--- src/adcsi_cfg.svh ---
`ifndef ADCSI_CFG_SVH
`define ADCSI_CFG_SVH
`define ADCSI_NUM_SEQ 4
`define ADCSI_OFF_SEQ_ENABLE 12'h000
`define ADCSI_OFF_RAW_STATUS 12'h004
`define ADCSI_OFF_IRQ_MASK 12'h008
`define ADCSI_OFF_STATUS_CLEAR 12'h00C
`define ADCSI_FIELD_LSB 0
`define ADCSI_FIELD_MSB 3
`define ADCSI_RESET_FIELD 4'h0
`define ADCSI_RESERVED_READ 28'h0000000
`endif

--- src/adcsi_pkg.sv ---
package adcsi_pkg;
    typedef logic [3:0] adcsi_field_type;
    typedef logic [11:0] adcsi_addr_type;
    typedef logic [31:0] adcsi_data_type;
    typedef enum logic [1:0] {
        ADCSI_IDLE = 2'b01,
        ADCSI_ACCESS = 2'b10
    } adcsi_apb_state_type;
endpackage

--- src/adcsi_flag_bit.sv ---
`timescale 1ns/1ps
`default_nettype none
module adcsi_flag_bit (
    input wire logic clk_in,   // System clock
    input wire logic rst_in,   // Sync reset, active high
    input wire logic set_in,   // Completion event
    input wire logic clear_in, // Write-one clear
    output logic flag_out      // Sticky flag
);
    logic flag_ff;
    logic nxt_flag;

    // Set beats clear so a completion in the clear cycle survives
    assign nxt_flag = set_in | (flag_ff & ~clear_in); // [RL2] [RL12]

    always_ff @(posedge clk_in) begin
        if (rst_in) begin
            flag_ff <= 1'b0;
        end else begin
            flag_ff <= nxt_flag;
        end
    end

    assign flag_out = flag_ff;
endmodule // adcsi_flag_bit
`default_nettype wire

--- src/adcsi_top.sv ---
// Overview of operation
// [RL1] Four enable bits 3:0, reset zero, run or idle each sequencer.
// [RL2] Raw done flag set when an interrupt-marked sample finishes conversion.
// [RL3] Raw flags readable any time regardless of mask, so software can poll.
// [RL4] Four mask bits 3:0, reset zero, forward raw flags to interrupt.
// [RL5] Each mask bit gates only its own sequencer.
// [RL6] Status-and-clear read returns raw flag AND mask per bit.
// [RL7] Writing one to a status-and-clear bit clears that interrupt.
// [RL8] That write-one also clears the raw flag even when masked off.
// [RL9] Bits 31:4 reserved; read here as zero, software preserves them.
// [RL10] Each masked bit is a level interrupt while flag and mask are one.
// [RL11] Each enable bit affects only its own sequencer.
// [RL12] Writing zero does nothing; a same-cycle completion keeps the flag set.
`timescale 1ns/1ps
`default_nettype none
`include "adcsi_cfg.svh"
module adcsi_top (
    input wire logic clk_in,                         // System clock, 200 MHz
    input wire logic rst_in,                         // Sync reset, active high
    input wire logic psel_in,                        // APB select
    input wire logic penable_in,                     // APB enable
    input wire logic pwrite_in,                      // APB write
    input wire adcsi_pkg::adcsi_addr_type paddr_in,  // APB byte address
    input wire adcsi_pkg::adcsi_data_type pwdata_in, // APB write data
    input wire adcsi_pkg::adcsi_field_type sample_done_in, // Per-seq completion pulse
    input wire adcsi_pkg::adcsi_field_type sample_irq_request_bit_in, // Sample irq request
    output adcsi_pkg::adcsi_data_type prdata_out,    // APB read data
    output logic pready_out,                         // APB ready
    output logic pslverr_out,                        // APB error, unmapped
    output adcsi_pkg::adcsi_field_type seq_enable_bit_out, // Per-seq run enable
    output adcsi_pkg::adcsi_field_type seq_irq_out,  // Per-seq level interrupts
    output logic irq_out                             // Combined interrupt
);
    import adcsi_pkg::*;

    adcsi_apb_state_type state_ff;
    adcsi_apb_state_type nxt_state;
    adcsi_field_type enable_ff;
    adcsi_field_type mask_ff;
    adcsi_field_type raw_done_flag;
    adcsi_field_type masked_status;
    adcsi_field_type seq_irq_ff;
    logic irq_ff;
    adcsi_data_type prdata_ff;
    logic pready_ff;
    logic pslverr_ff;

    wire logic setup_phase;
    wire logic access_done;
    wire logic hit_enable;
    wire logic hit_raw;
    wire logic hit_mask;
    wire logic hit_clear;
    wire logic hit_any;
    wire logic wr_enable;
    wire logic wr_mask;
    wire logic wr_clear;
    wire adcsi_field_type clear_bits;
    wire adcsi_field_type done_event;
    wire adcsi_field_type read_field;
    wire adcsi_data_type read_word;

    // No wait state: pready is registered at the setup edge, so the first access cycle completes
    assign setup_phase = psel_in & ~penable_in;
    assign access_done = pready_ff & psel_in & penable_in;

    assign hit_enable = (paddr_in == `ADCSI_OFF_SEQ_ENABLE);
    assign hit_raw = (paddr_in == `ADCSI_OFF_RAW_STATUS);
    assign hit_mask = (paddr_in == `ADCSI_OFF_IRQ_MASK);
    assign hit_clear = (paddr_in == `ADCSI_OFF_STATUS_CLEAR);
    assign hit_any = hit_enable | hit_raw | hit_mask | hit_clear;

    // Writes take effect only at the completing access edge
    assign wr_enable = access_done & pwrite_in & hit_enable;
    assign wr_mask = access_done & pwrite_in & hit_mask;
    assign wr_clear = access_done & pwrite_in & hit_clear;
    assign clear_bits = wr_clear ? pwdata_in[`ADCSI_FIELD_MSB:`ADCSI_FIELD_LSB]
                                 : `ADCSI_RESET_FIELD; // [RL7] [RL8] [RL12]

    // Completion only counts while the sequencer runs and the sample asked for it
    assign done_event = sample_done_in & sample_irq_request_bit_in & enable_ff; // [RL2]

    assign masked_status = raw_done_flag & mask_ff; // [RL6] [RL5]

    assign read_field = hit_enable ? enable_ff :
                        hit_raw ? raw_done_flag :      // [RL3]
                        hit_mask ? mask_ff :
                        hit_clear ? masked_status :    // [RL6]
                        `ADCSI_RESET_FIELD;
    // Reserved upper bits read zero; writes to them are dropped
    assign read_word = {`ADCSI_RESERVED_READ, read_field}; // [RL9]

    genvar gi;
    generate
        for (gi = 0; gi < `ADCSI_NUM_SEQ; gi = gi + 1) begin : g_flag
            adcsi_flag_bit u_flag (
                .clk_in(clk_in),
                .rst_in(rst_in),
                .set_in(done_event[gi]),
                .clear_in(clear_bits[gi]), // [RL8]
                .flag_out(raw_done_flag[gi])
            );
        end
    endgenerate

    always_comb begin
        nxt_state = state_ff;
        unique case (state_ff)
            ADCSI_IDLE: begin
                if (setup_phase) begin
                    nxt_state = ADCSI_ACCESS;
                end
            end
            ADCSI_ACCESS: begin
                nxt_state = ADCSI_IDLE;
            end
            default: begin
                nxt_state = ADCSI_IDLE;
            end
        endcase
    end

    always_ff @(posedge clk_in) begin
        if (rst_in) begin
            state_ff <= ADCSI_IDLE;
            pready_ff <= 1'b0;
            pslverr_ff <= 1'b0;
            prdata_ff <= 32'h00000000;
        end else begin
            state_ff <= nxt_state;
            pready_ff <= (state_ff == ADCSI_IDLE) & setup_phase;
            pslverr_ff <= (state_ff == ADCSI_IDLE) & setup_phase & ~hit_any;
            if ((state_ff == ADCSI_IDLE) & setup_phase & ~pwrite_in) begin
                prdata_ff <= read_word;
            end
        end
    end

    always_ff @(posedge clk_in) begin
        if (rst_in) begin
            enable_ff <= `ADCSI_RESET_FIELD; // [RL1]
            mask_ff <= `ADCSI_RESET_FIELD;   // [RL4]
        end else begin
            if (wr_enable) begin
                // Full field write; each bit drives only its own sequencer
                enable_ff <= pwdata_in[`ADCSI_FIELD_MSB:`ADCSI_FIELD_LSB]; // [RL1] [RL11]
            end
            if (wr_mask) begin
                mask_ff <= pwdata_in[`ADCSI_FIELD_MSB:`ADCSI_FIELD_LSB]; // [RL4] [RL5]
            end
        end
    end

    // Level interrupts, one cycle behind the flags so outputs are registered
    always_ff @(posedge clk_in) begin
        if (rst_in) begin
            seq_irq_ff <= `ADCSI_RESET_FIELD;
            irq_ff <= 1'b0;
        end else begin
            seq_irq_ff <= masked_status; // [RL10]
            irq_ff <= |masked_status;    // [RL10]
        end
    end

    assign prdata_out = prdata_ff;
    assign pready_out = pready_ff;
    assign pslverr_out = pslverr_ff;
    assign seq_enable_bit_out = enable_ff; // [RL1]
    assign seq_irq_out = seq_irq_ff;
    assign irq_out = irq_ff;
endmodule // adcsi_top
`default_nettype wire

--- config.mk ---
export PLATFORM = sky130hd
export DESIGN_NAME = adcsi_top
export DESIGN_NICKNAME = d
export VERILOG_FILES = /design/src/adcsi_pkg.sv /design/src/adcsi_flag_bit.sv /design/src/adcsi_top.sv
export VERILOG_INCLUDE_DIRS = /design/src
export SDC_FILE = /design/constraint.sdc
export NUM_CORES = 1
export LEC_CHECK = 0
export BUFFER_PORTS_ARGS = -buffer_cell sky130_fd_sc_hd__buf_2
export CORE_MARGIN = 1.5
export CORE_UTILIZATION = 42
export DETAILED_ROUTE_END_ITERATION = 8
export PLACE_DENSITY = 0.94
export SYNTH_ARGS = -nofsm -noshare
export SYNTH_HDL_FRONTEND = slang
export SYNTH_SLANG_ARGS = --single-unit
--- constraint.sdc ---
create_clock -name clk_in -period 2.56 [get_ports clk_in]
set_input_delay 0.128 -clock clk_in [delete_from_list [all_inputs] [get_ports clk_in]]
set_output_delay 0.128 -clock clk_in [all_outputs]
set_load 0.02 [all_outputs]
==> flow_metrics.py, run 1 <==
metrics = {
    "status": {
        "status": "finished with violations",
        "violations": "DRC",
    },
    "timing": {
        "max_freq_mhz": 693,
        "period_minus_slack_ns": 1.44,
        "rsz0062_at_grt": "no",
        "fin_crit_sh_pct": 56.4,
        "tns_ns": 0,
        "drv_slew": 0,
        "setup_viol": 0,
        "finClkSkew_ns": 0.0103,
        "final-hold-violation-count": 0,
    },
    "worst_setup_path": {
        "cp_top_family": "simple AND/OR/NAND/NOR gates",
        "worstPathRequired_ns": 2.82,
        "crit_cells": 4,
        "worst_path_largest_cell_delay_ns": 0.41,
        "slowest_stage": "or3_4",
        "worst-path-buf-inv": 0,
        "critPathLaunch": "state_ff[1]$_SDFFE_PP0P_",
        "criticalPathCategory": "reg2reg",
        "path_max_fanout": 5,
        "critPathLaunchType": "flip-flop",
        "reg2reg_depth": 4,
        "arrival_ns": 1.70,
        "worstPathCellList": "nand4bb_1 -> or2_1 -> or3_4 -> a2bb2o_4",
        "crit_path_end_kind": "flip-flop",
        "timing.rr.start": "state_ff[1]$_SDFFE_PP0P_",
    },
    "clocking": {
        "cts-root-buf": "clkbuf_4",
        "h-tree-depth": 1,
        "post_cts_resize_count": 0,
        "cts_num_sinks": 25,
        "cts_tree": "done",
        "clk_pin_slew_ns": 0.13,
        "post-cts-setup-buffers": 0,
        "clkLatencyLatePin_ns": 0.31,
        "cts_buffer_depth": 2,
        "cts_buffers": 3,
        "cts_hold_buf": 0,
    },
    "global_route": {
        "overflow": 0,
        "grt_max_degree": 24,
        "grt_pass1_vias": 872,
        "grt_antenna_before_repair": 0,
        "grt_pass1_wl_um": 3750,
        "grtUsageTotal_pct": 14.4,
    },
    "yosys": {
        "netlist_area_um2": 1280,
        "synth_commonest_cells": "buf_4 (28), dfxtp_1 (25), nand2b_1 (12)",
        "ys_seq_area_share_pct": 39.1,
        "async_reset_ff_share_pct": 0,
        "syn_area_per_cell_um2": 9.02,
        "synthFlopType": "dfxtp_1",
        "synth_top_cell_area_share_pct": 39.1,
        "post-synth-top-count-cell": "buf_4",
        "synthCells": 142,
        "synth_top_area_cell": "dfxtp_1",
        "yosys_warnings": 0,
        "synth_cell_types": 30,
        "synth.ff_latch_count": 25,
        "synth-edff-count": 0,
        "synth_area_leaders": "dfxtp_1 (39%), buf_4 (16%), nand2b_1 (5.9%), nand4_1 (3.4%), nor4_4 (3.3%)",
    },
    "layout": {
        "nets": 243,
        "finalNonFillerCells": 216,
        "drive_above_1_share_pct": 28.6,
        "area_delta_synth_final_pct": 12.5,
        "antenna_cells": 0,
    },
    "floorplanning": {
        "initial_core_util_pct": 45.3,
        "die_area_um2": 3390,
        "die_w_um": 58.2,
        "fp.dieH_um": 58.2,
        "rows": 19,
        "num_io_pins": 100,
        "core_um2": 2830,
    },
    "placement": {
        "placedCellCount": 212,
        "io_buffers": 43,
        "gp_congestion": 0.826,
        "dpl.hpwl_um": 1910,
    },
    "worst_hold_path": {
        "hold_path.class": "in2reg",
        "hold_depth": 3,
        "min_from": "sample_done_in[2]",
    },
    "drt": {
        "drt_pass1_iterations": 7,
        "drcViolationCount": 6,
        "vias_per_cell": 4.80,
        "ant_nets": 0,
        "wire_per_inst_um": 11.0,
        "vias": 1036,
        "drt_iter0_drc": 25,
        "drt_wl_total_um": 2370,
    },
    "power": {
        "max-vdd-ir-drop_mv": 0.461,
        "power_mw": 0.654,
        "p_leak_nw": 0.676,
        "power_density_nw_per_um2": 454,
    },
    "job": {
        "cap_violations": 0,
    },
}
## stage by stage
stage	util, %	hold WS, ns	worst slack (ns)	cell area (um2)
floorplan	-	0.280	1.14	1380
global placement	50.0	0.412	1.01	1410
detailed placement	50.0	0.409	1.00	1410
CTS	51.0	0.0560	1.11	1440
global route	51.0	0.0531	1.05	1440
finish	51.0	0.0598	1.12	1440
## logic make-up after synthesis
kind of cell	Yosys count	share of synthesized area [%]
other cells	1	0.293
compound gates	25	13.3
mux	4	3.13
simple gates	49	24.8
buf+inv	38	19.4
flops	25	39.1
## registers in the layout, indices dropped and copies added (netlist names)
| name | flops |
|---|---|
| g_flag.u_flag.flag_out | 4 |
| mask_ff | 4 |
| prdata_out | 4 |
| seq_enable_bit_out | 4 |
| seq_irq_out | 4 |
| state_ff | 2 |
| irq_out | 1 |
| pready_out | 1 |
| pslverr_out | 1 |
## report_power, final
group,internal (mW),switching [mW]
clock,0.0584,0.108
combinational,0.0270,0.0683
sequential,0.392,0.000617
## worst reg2reg max path, cell delays in order (launching register included)
cell and delay [ns]:
dfxtp_1 0.31, nand4bb_1 0.17, or2_1 0.28, or3_4 0.41, a2bb2o_4 0.22
## metal layers
metal  track usage, %  vias up  wire [um]
li1                 -      525          -
met1             17.9      472        975
met2             25.0       37       1240
met3             4.46        2        140
met4             1.99        0          9
met5                0        -          0
## final cells by class
cell class              instances  area, um2
clock buffers                   3       22.5
clock inverters                 1       5.00
fillers                       280       1390
inverters                       7       26.3
multi-input cells             106        633
flip-flops and latches         25        500
well taps                      31       38.8
repair buffers                 43        215
## layout by cell type, fill, tap and decap left out, types with 2 or more instances in the layout
cell | netlist | layout
o2bb2ai_1 | 3 | 3
inv_1 | 6 | 6
nor2_1 | 9 | 9
o221ai_1 | 4 | 4
dfxtp_1 | 25 | 25
nand2_1 | 4 | 4
conb_1 | 1 | 28
a21oi_1 | 8 | 8
clkbuf_4 | 0 | 3
nand3_1 | 5 | 5
nor4_4 | 2 | 2
o21ai_0 | 8 | 8
nand2b_1 | 12 | 12
buf_2 | 1 | 43
mux2i_1 | 4 | 4
nand4_1 | 7 | 7
## path summary, 6_finish.rpt
check                           slack [ns]                                   end
worst max-delay path                  1.12            prdata_out[3]$_SDFFE_PP0P_
worst max register to register        1.12            prdata_out[3]$_SDFFE_PP0P_
worst min register to register        0.48             seq_irq_out[0]$_SDFF_PP0_
worst min-delay path                  0.06  g_flag[2].u_flag.flag_out$_SDFF_PP0_
No activity file was read; power rests on OpenSTA's default activity.
==> run 2, diff against run 1 <==
--- a/config.mk
+++ b/config.mk
@@ -6,11 +6,12 @@
 export SDC_FILE = /design/constraint.sdc
 export NUM_CORES = 1
 export LEC_CHECK = 0
+export ABC_AREA = 1
 export BUFFER_PORTS_ARGS = -buffer_cell sky130_fd_sc_hd__buf_2
 export CORE_MARGIN = 1.5
-export CORE_UTILIZATION = 42
+export CORE_UTILIZATION = 36
 export DETAILED_ROUTE_END_ITERATION = 8
-export PLACE_DENSITY = 0.94
+export PLACE_DENSITY = 0.84
 export SYNTH_ARGS = -nofsm -noshare
 export SYNTH_HDL_FRONTEND = slang
 export SYNTH_SLANG_ARGS = --single-unit
==> constraint.sdc (replaced) <==
create_clock -name clk_in -period 1.3 [get_ports clk_in]
set_input_delay 0.065 -clock clk_in [delete_from_list [all_inputs] [get_ports clk_in]]
set_output_delay 0.065 -clock clk_in [all_outputs]
set_load 0.02 [all_outputs]
==> flow_metrics.py, run 2 <==
metrics = {
    "layout": {
        "drive_above_1_share_pct": 27.7,
        "finalNonFillerCells": 279,
        "antenna_cells": 0,
        "nets": 289,
        "final_common_cell": "buf_2",
        "layout_common_cells": "buf_2 (43), nand2_1 (37), conb_1 (28)",
        "area_delta_synth_final_pct": 16.4,
        "utilization_pct": 43.8,
    },
    "worst_setup_path": {
        "timing.rr.start": "pready_out$_SDFF_PP0_",
        "critPathLaunchType": "flip-flop",
        "critPathLaunch": "pready_out$_SDFF_PP0_",
        "arrival_ns": 1.36,
        "slowest_stage": "dfxtp_1",
        "worstPathRequired_ns": 1.46,
        "crit_path_end_kind": "flip-flop",
        "criticalPathCategory": "reg2reg",
        "worst_path_largest_cell_delay_ns": 0.33,
        "worstPathCellList": "nand4_1 -> inv_1 -> nand3_1 -> nand2_1 -> a21oi_1",
        "path_max_fanout": 6,
    },
    "drt": {
        "vias_per_cell": 4.48,
        "drt_iter0_drc": 51,
        "drt_wl_total_um": 2850,
        "ant_nets": 0,
        "wire_per_inst_um": 10.2,
        "vias": 1250,
        "drt_pass1_iterations": 5,
        "drcViolationCount": 0,
    },
    "status": {
        "status": "completed",
    },
    "yosys": {
        "synth_cell_types": 23,
        "ys_seq_area_share_pct": 36.3,
        "post-synth-top-count-cell": "nand2_1",
        "async_reset_ff_share_pct": 0,
        "netlist_area_um2": 1380,
        "synth_top_cell_area_share_pct": 36.3,
        "synth.ff_latch_count": 25,
        "synthFlopType": "dfxtp_1",
        "synth_top_area_cell": "dfxtp_1",
        "synth-edff-count": 0,
        "synth_area_leaders": "dfxtp_1 (36%), buf_4 (16%), nand2_1 (10%), inv_1 (5.4%), nand3_1 (5.1%)",
        "synthCells": 186,
        "syn_area_per_cell_um2": 7.41,
        "synth_commonest_cells": "nand2_1 (37), buf_4 (30), dfxtp_1 (25)",
        "yosys_warnings": 0,
    },
    "timing": {
        "drv_slew": 0,
        "layout_setup_ws_ns": 0.101,
        "rsz0062_at_grt": "no",
        "setup_viol": 0,
        "max_freq_mhz": 834,
        "final-hold-violation-count": 0,
        "period_minus_slack_ns": 1.20,
        "finClkSkew_ns": 0.00243,
        "fin_crit_sh_pct": 92.2,
        "tns_ns": 0,
    },
    "clocking": {
        "clk_pin_slew_ns": 0.09,
        "cts-root-buf": "clkbuf_8",
        "clkLatencyLatePin_ns": 0.27,
        "cts_buffer_depth": 2,
        "h-tree-depth": 1,
        "cts_tree": "done",
        "post-cts-setup-buffers": 0,
        "post_cts_resize_count": 0,
        "cts_hold_buf": 0,
        "cts_buffers": 3,
        "cts_num_sinks": 25,
    },
    "placement": {
        "gp_congestion": 0.862,
        "dpl.hpwl_um": 2260,
        "placedCellCount": 275,
        "io_buffers": 43,
        "pre_cts_slack_ns": 0.101,
    },
    "power": {
        "max-vdd-ir-drop_mv": 0.384,
        "p_leak_nw": 0.786,
        "power_density_nw_per_um2": 889,
        "power_mw": 1.43,
    },
    "floorplanning": {
        "rows": 22,
        "core_um2": 3660,
        "die_w_um": 64.9,
        "fp.dieH_um": 64.9,
        "num_io_pins": 100,
        "die_area_um2": 4210,
        "initial_core_util_pct": 37.6,
    },
    "worst_hold_path": {
        "min_from": "sample_done_in[3]",
        "hold_path.class": "in2reg",
    },
    "global_route": {
        "grt_pass1_wl_um": 4470,
        "grt_max_degree": 22,
        "overflow": 0,
        "met3_usage_pct": 2.95,
        "grtUsageTotal_pct": 13.8,
        "grt_pass1_vias": 1072,
        "grt_antenna_before_repair": 0,
        "use_met1_pct": 16.0,
        "top_usage_layer": "met2",
        "met2_usage_pct": 22.2,
    },
    "job": {
        "cap_violations": 0,
    },
}
[run 2: cell count changes in the layout (fill, tap and decap cells not counted), sizes merged, moves of 5 or more]
| cell | before | now |
|---|---|---|
| a21oi | 8 | 13 |
| nand2 | 4 | 38 |
| inv | 6 | 21 |
| nor2 | 9 | 21 |
| nand2b | 12 | 0 |
| nand3 | 6 | 15 |
[run 2: critical path, delay by kind of cell (launching register included)]
kind,cells,cell delay [ns]
buffers and inverters,1,0.24
flip-flops,1,0.33
AND/OR/NAND/NOR,3,0.46
AO/OA/AOI/OAI,1,0.06
[run 2: cell families after synthesis]
family	share of synthesized area, %
compound gates	12.6
buf+inv	23.4
flops	36.3
other cells	0.272
simple gates	27.3
[run 2: final timing paths]
kind / to / slack [ns] / cells past startpoint
worst min register to register: mask_ff[3]$_SDFFE_PP0P_ / 0.48 / 2
worst max-delay path: seq_enable_bit_out[2]$_SDFFE_PP0P_ / 0.10 / 5
worst max register to register: seq_enable_bit_out[2]$_SDFFE_PP0P_ / 0.10 / 5
worst min-delay path: g_flag[3].u_flag.flag_out$_SDFF_PP0_ / 0.06 / 3
[run 2: area by class of cell]
| cell class | count | area, um2 |
|---|---|---|
| Fill cell | 394 | 2060 |
| Timing Repair Buffer | 47 | 258 |
| Clock inverter | 1 | 7.51 |
| Sequential cell | 25 | 500 |
| Multi-Input combinational cell | 134 | 658 |
| Clock buffer | 3 | 41.3 |
| Inverter | 21 | 78.8 |
| Tap cell | 48 | 60.1 |
[run 2: stage by stage]
step | hold WS (ns) | area, um2
after floorplan | 0.143 | 1480
after CTS | 0.0548 | 1600
after global routing | 0.0639 | 1600
final | 0.0597 | 1600
after detailed placement | 0.350 | 1550
after global placement | 0.346 | 1550
[run 2: layer usage]
| layer | up-vias | part of all wire (%) | routed length [um] |
|---|---|---|---|
| li1 | 635 | - | - |
| met1 | 561 | 41 | 1180 |
| met2 | 50 | 49 | 1410 |
| met3 | 4 | 7.9 | 224 |
| met4 | 0 | 1.4 | 40 |
| met5 | - | 0 | 0 |
[run 2: report_power, final]
part	switching (mW)	internal (mW)	total, mW
Clock	0.253	0.217	0.471
Combinational	0.136	0.0487	0.184
Sequential	0.00149	0.770	0.772
Total	0.390	1.04	1.43
==> run 3, diff against run 2 <==
--- a/config.mk
+++ b/config.mk
@@ -9,9 +9,9 @@
 export ABC_AREA = 1
 export BUFFER_PORTS_ARGS = -buffer_cell sky130_fd_sc_hd__buf_2
 export CORE_MARGIN = 1.5
-export CORE_UTILIZATION = 36
+export CORE_UTILIZATION = 43
 export DETAILED_ROUTE_END_ITERATION = 8
-export PLACE_DENSITY = 0.84
+export PLACE_DENSITY = 0.93
 export SYNTH_ARGS = -nofsm -noshare
 export SYNTH_HDL_FRONTEND = slang
 export SYNTH_SLANG_ARGS = --single-unit
==> constraint.sdc (replaced) <==
create_clock -name clk_in -period 1.4 [get_ports clk_in]
set_input_delay 0.07 -clock clk_in [delete_from_list [all_inputs] [get_ports clk_in]]
set_output_delay 0.07 -clock clk_in [all_outputs]
set_load 0.02 [all_outputs]
==> flow_metrics.py, run 3 (same netlist as run 2, synthesis figures left out) <==
metrics = {
    "status": {
        "status": "completed",
    },
    "timing": {
        "drv_slew": 0,
        "layout_setup_ws_ns": 0.162,
        "final-hold-violation-count": 0,
        "fin_crit_sh_pct": 88.4,
        "finClkSkew_ns": 0.00136,
        "max_freq_mhz": 808,
        "period_minus_slack_ns": 1.24,
        "setup_viol": 0,
        "tns_ns": 0,
        "rsz0062_at_grt": "no",
    },
    "global_route": {
        "grt_pass1_wl_um": 4530,
        "grtUsageTotal_pct": 16.8,
        "grt_antenna_before_repair": 0,
        "overflow": 0,
        "grt_max_degree": 24,
        "grt_pass1_vias": 1127,
    },
    "worst_setup_path": {
        "critPathLaunch": "pready_out$_SDFF_PP0_",
        "reg2reg_depth": 5,
        "rrSetupSlack_ns": 0.16,
        "critical_path.endpoint": "seq_enable_bit_out[0]$_SDFFE_PP0P_",
        "worst_path_largest_cell_delay_ns": 0.35,
        "crit_path_end_kind": "flip-flop",
        "worstPathRequired_ns": 1.60,
        "r2r_end": "seq_enable_bit_out[0]$_SDFFE_PP0P_",
        "path_max_fanout": 6,
        "timing.rr.start": "pready_out$_SDFF_PP0_",
        "worstPathCellList": "nand4_1 -> inv_1 -> nand3_1 -> nand2_1 -> a21oi_1",
        "criticalPathCategory": "reg2reg",
        "arrival_ns": 1.44,
        "slowest_stage": "dfxtp_1",
        "critPathLaunchType": "flip-flop",
    },
    "power": {
        "p_seq_share_pct": 59.6,
        "p_int_mw": 0.863,
        "p_switching_mw": 0.340,
        "p_leak_nw": 0.767,
        "p_clk_share_pct": 26.6,
        "power_frac_comb_pct": 13.8,
        "max-vdd-ir-drop_mv": 0.274,
        "power_density_nw_per_um2": 774,
        "p_sw_share_pct": 28.3,
    },
    "drt": {
        "vias_per_cell": 4.53,
        "wire_per_inst_um": 10.0,
        "drt_pass1_iterations": 4,
        "drt_wl_total_um": 2730,
        "vias": 1233,
        "ant_nets": 0,
        "drt_iter0_drc": 30,
        "drcViolationCount": 0,
    },
    "layout": {
        "drive_above_1_share_pct": 26.8,
        "n_fill_cell": 319,
        "area_delta_synth_final_pct": 12.9,
        "final_common_cell": "buf_2",
        "antenna_cells": 0,
        "nets": 286,
        "multi_input_area_um2": 658,
        "layout_common_cells": "buf_2 (43), nand2_1 (37), conb_1 (28)",
        "utilization_pct": 50.9,
        "ff_latch_area_um2": 500,
        "fin_area_um2": 1560,
    },
    "placement": {
        "placed_area_um2": 1530,
        "io_buffers": 43,
        "pre_cts_slack_ns": 0.158,
        "dpl.hpwl_um": 2120,
        "gp_congestion": 0.848,
    },
    "floorplanning": {
        "rows": 20,
        "core_um2": 3050,
        "die_area_um2": 3550,
        "fp.dieH_um": 59.6,
        "initial_core_util_pct": 45.1,
        "die_w_um": 59.6,
        "num_io_pins": 100,
    },
    "clocking": {
        "cts_num_sinks": 25,
        "cts_tree": "done",
        "post-cts-setup-buffers": 0,
        "h-tree-depth": 1,
        "cts_buffer_depth": 2,
        "cts_buffers": 3,
        "clkLatencyLatePin_ns": 0.32,
        "clk_pin_slew_ns": 0.13,
        "cts-root-buf": "clkbuf_4",
    },
    "worst_hold_path": {
        "hold_path.class": "in2reg",
    },
    "job": {
        "cap_violations": 0,
    },
}
[run 3: changes by cell type in the layout (fill, tap and decap cells not counted)]
cell / before / now
clkinv_2: 0 / 1
clkbuf_4: 0 / 3
clkbuf_8: 3 / 0
clkinvlp_4: 1 / 0
buf_4: 3 / 0
[run 3: layer usage]
layer | wire length (um) | vias up | track usage, %
met4 | 27 | 0 | 6.98
met1 | 1080 | 533 | 19.4
met3 | 267 | 4 | 4.59
li1 | - | 629 | -
met5 | 0 | - | 0
met2 | 1350 | 67 | 29.0
[run 3: area by class of cell]
class | count | share of cell area (%)
Tap cell | 44 | 3.54
Clock inverter | 1 | 0.322
Inverter | 21 | 5.07
Sequential cell | 25 | 32.2
Clock buffer | 3 | 1.45
Multi-Input combinational cell | 134 | 42.3
Timing Repair Buffer | 44 | 15.1
[run 3: worst max-delay path, delay by kind of cell, from the launching register on]
kind	cells	cell delay, ns
buffers and inverters	1	0.25
flip-flops	1	0.35
AO/OA/AOI/OAI	1	0.06
AND/OR/NAND/NOR	3	0.46
[run 3: power groups by stage]
stage	sequential, mW	combinational [mW]	clock (mW)
4_1_cts	0.718	0.164	0.323
6_report	0.717	0.166	0.320
2_1_floorplan	0.736	0.165	0
5_1_grt	0.718	0.182	0.352
3_5_place_dp	0.733	0.163	0
3_3_place_gp	0.733	0.160	0
[run 3: how the worst min path moves through the flow]
stage,from,to,cells past startpoint
after global routing,sample_irq_request_bit_in[0],g_flag[0].u_flag.flag_out$_SDFF_PP0_,3
after global placement,sample_irq_request_bit_in[2],g_flag[2].u_flag.flag_out$_SDFF_PP0_,3
final,sample_done_in[1],g_flag[1].u_flag.flag_out$_SDFF_PP0_,3
after floorplan,rst_in,mask_ff[0]$_SDFFE_PP0P_,1
after detailed placement,sample_done_in[1],g_flag[1].u_flag.flag_out$_SDFF_PP0_,3
after CTS,sample_done_in[1],g_flag[1].u_flag.flag_out$_SDFF_PP0_,3
[run 3: timing repair]
item,4_1_cts,5_1_grt
resized for setup,0,1
endpoints found under the hold margin,0,0
hold buffers,0,0
endpoints found under the setup margin,0,4
[run 3: per-stage QoR]
step	hold slack, ns	power (mW)	cells
floorplan	0.148	0.902	213
CTS	0.00884	1.20	272
finish	0.00257	1.20	272
global placement	0.350	0.894	268
global route	0.0125	1.25	272
detailed placement	0.350	0.896	268
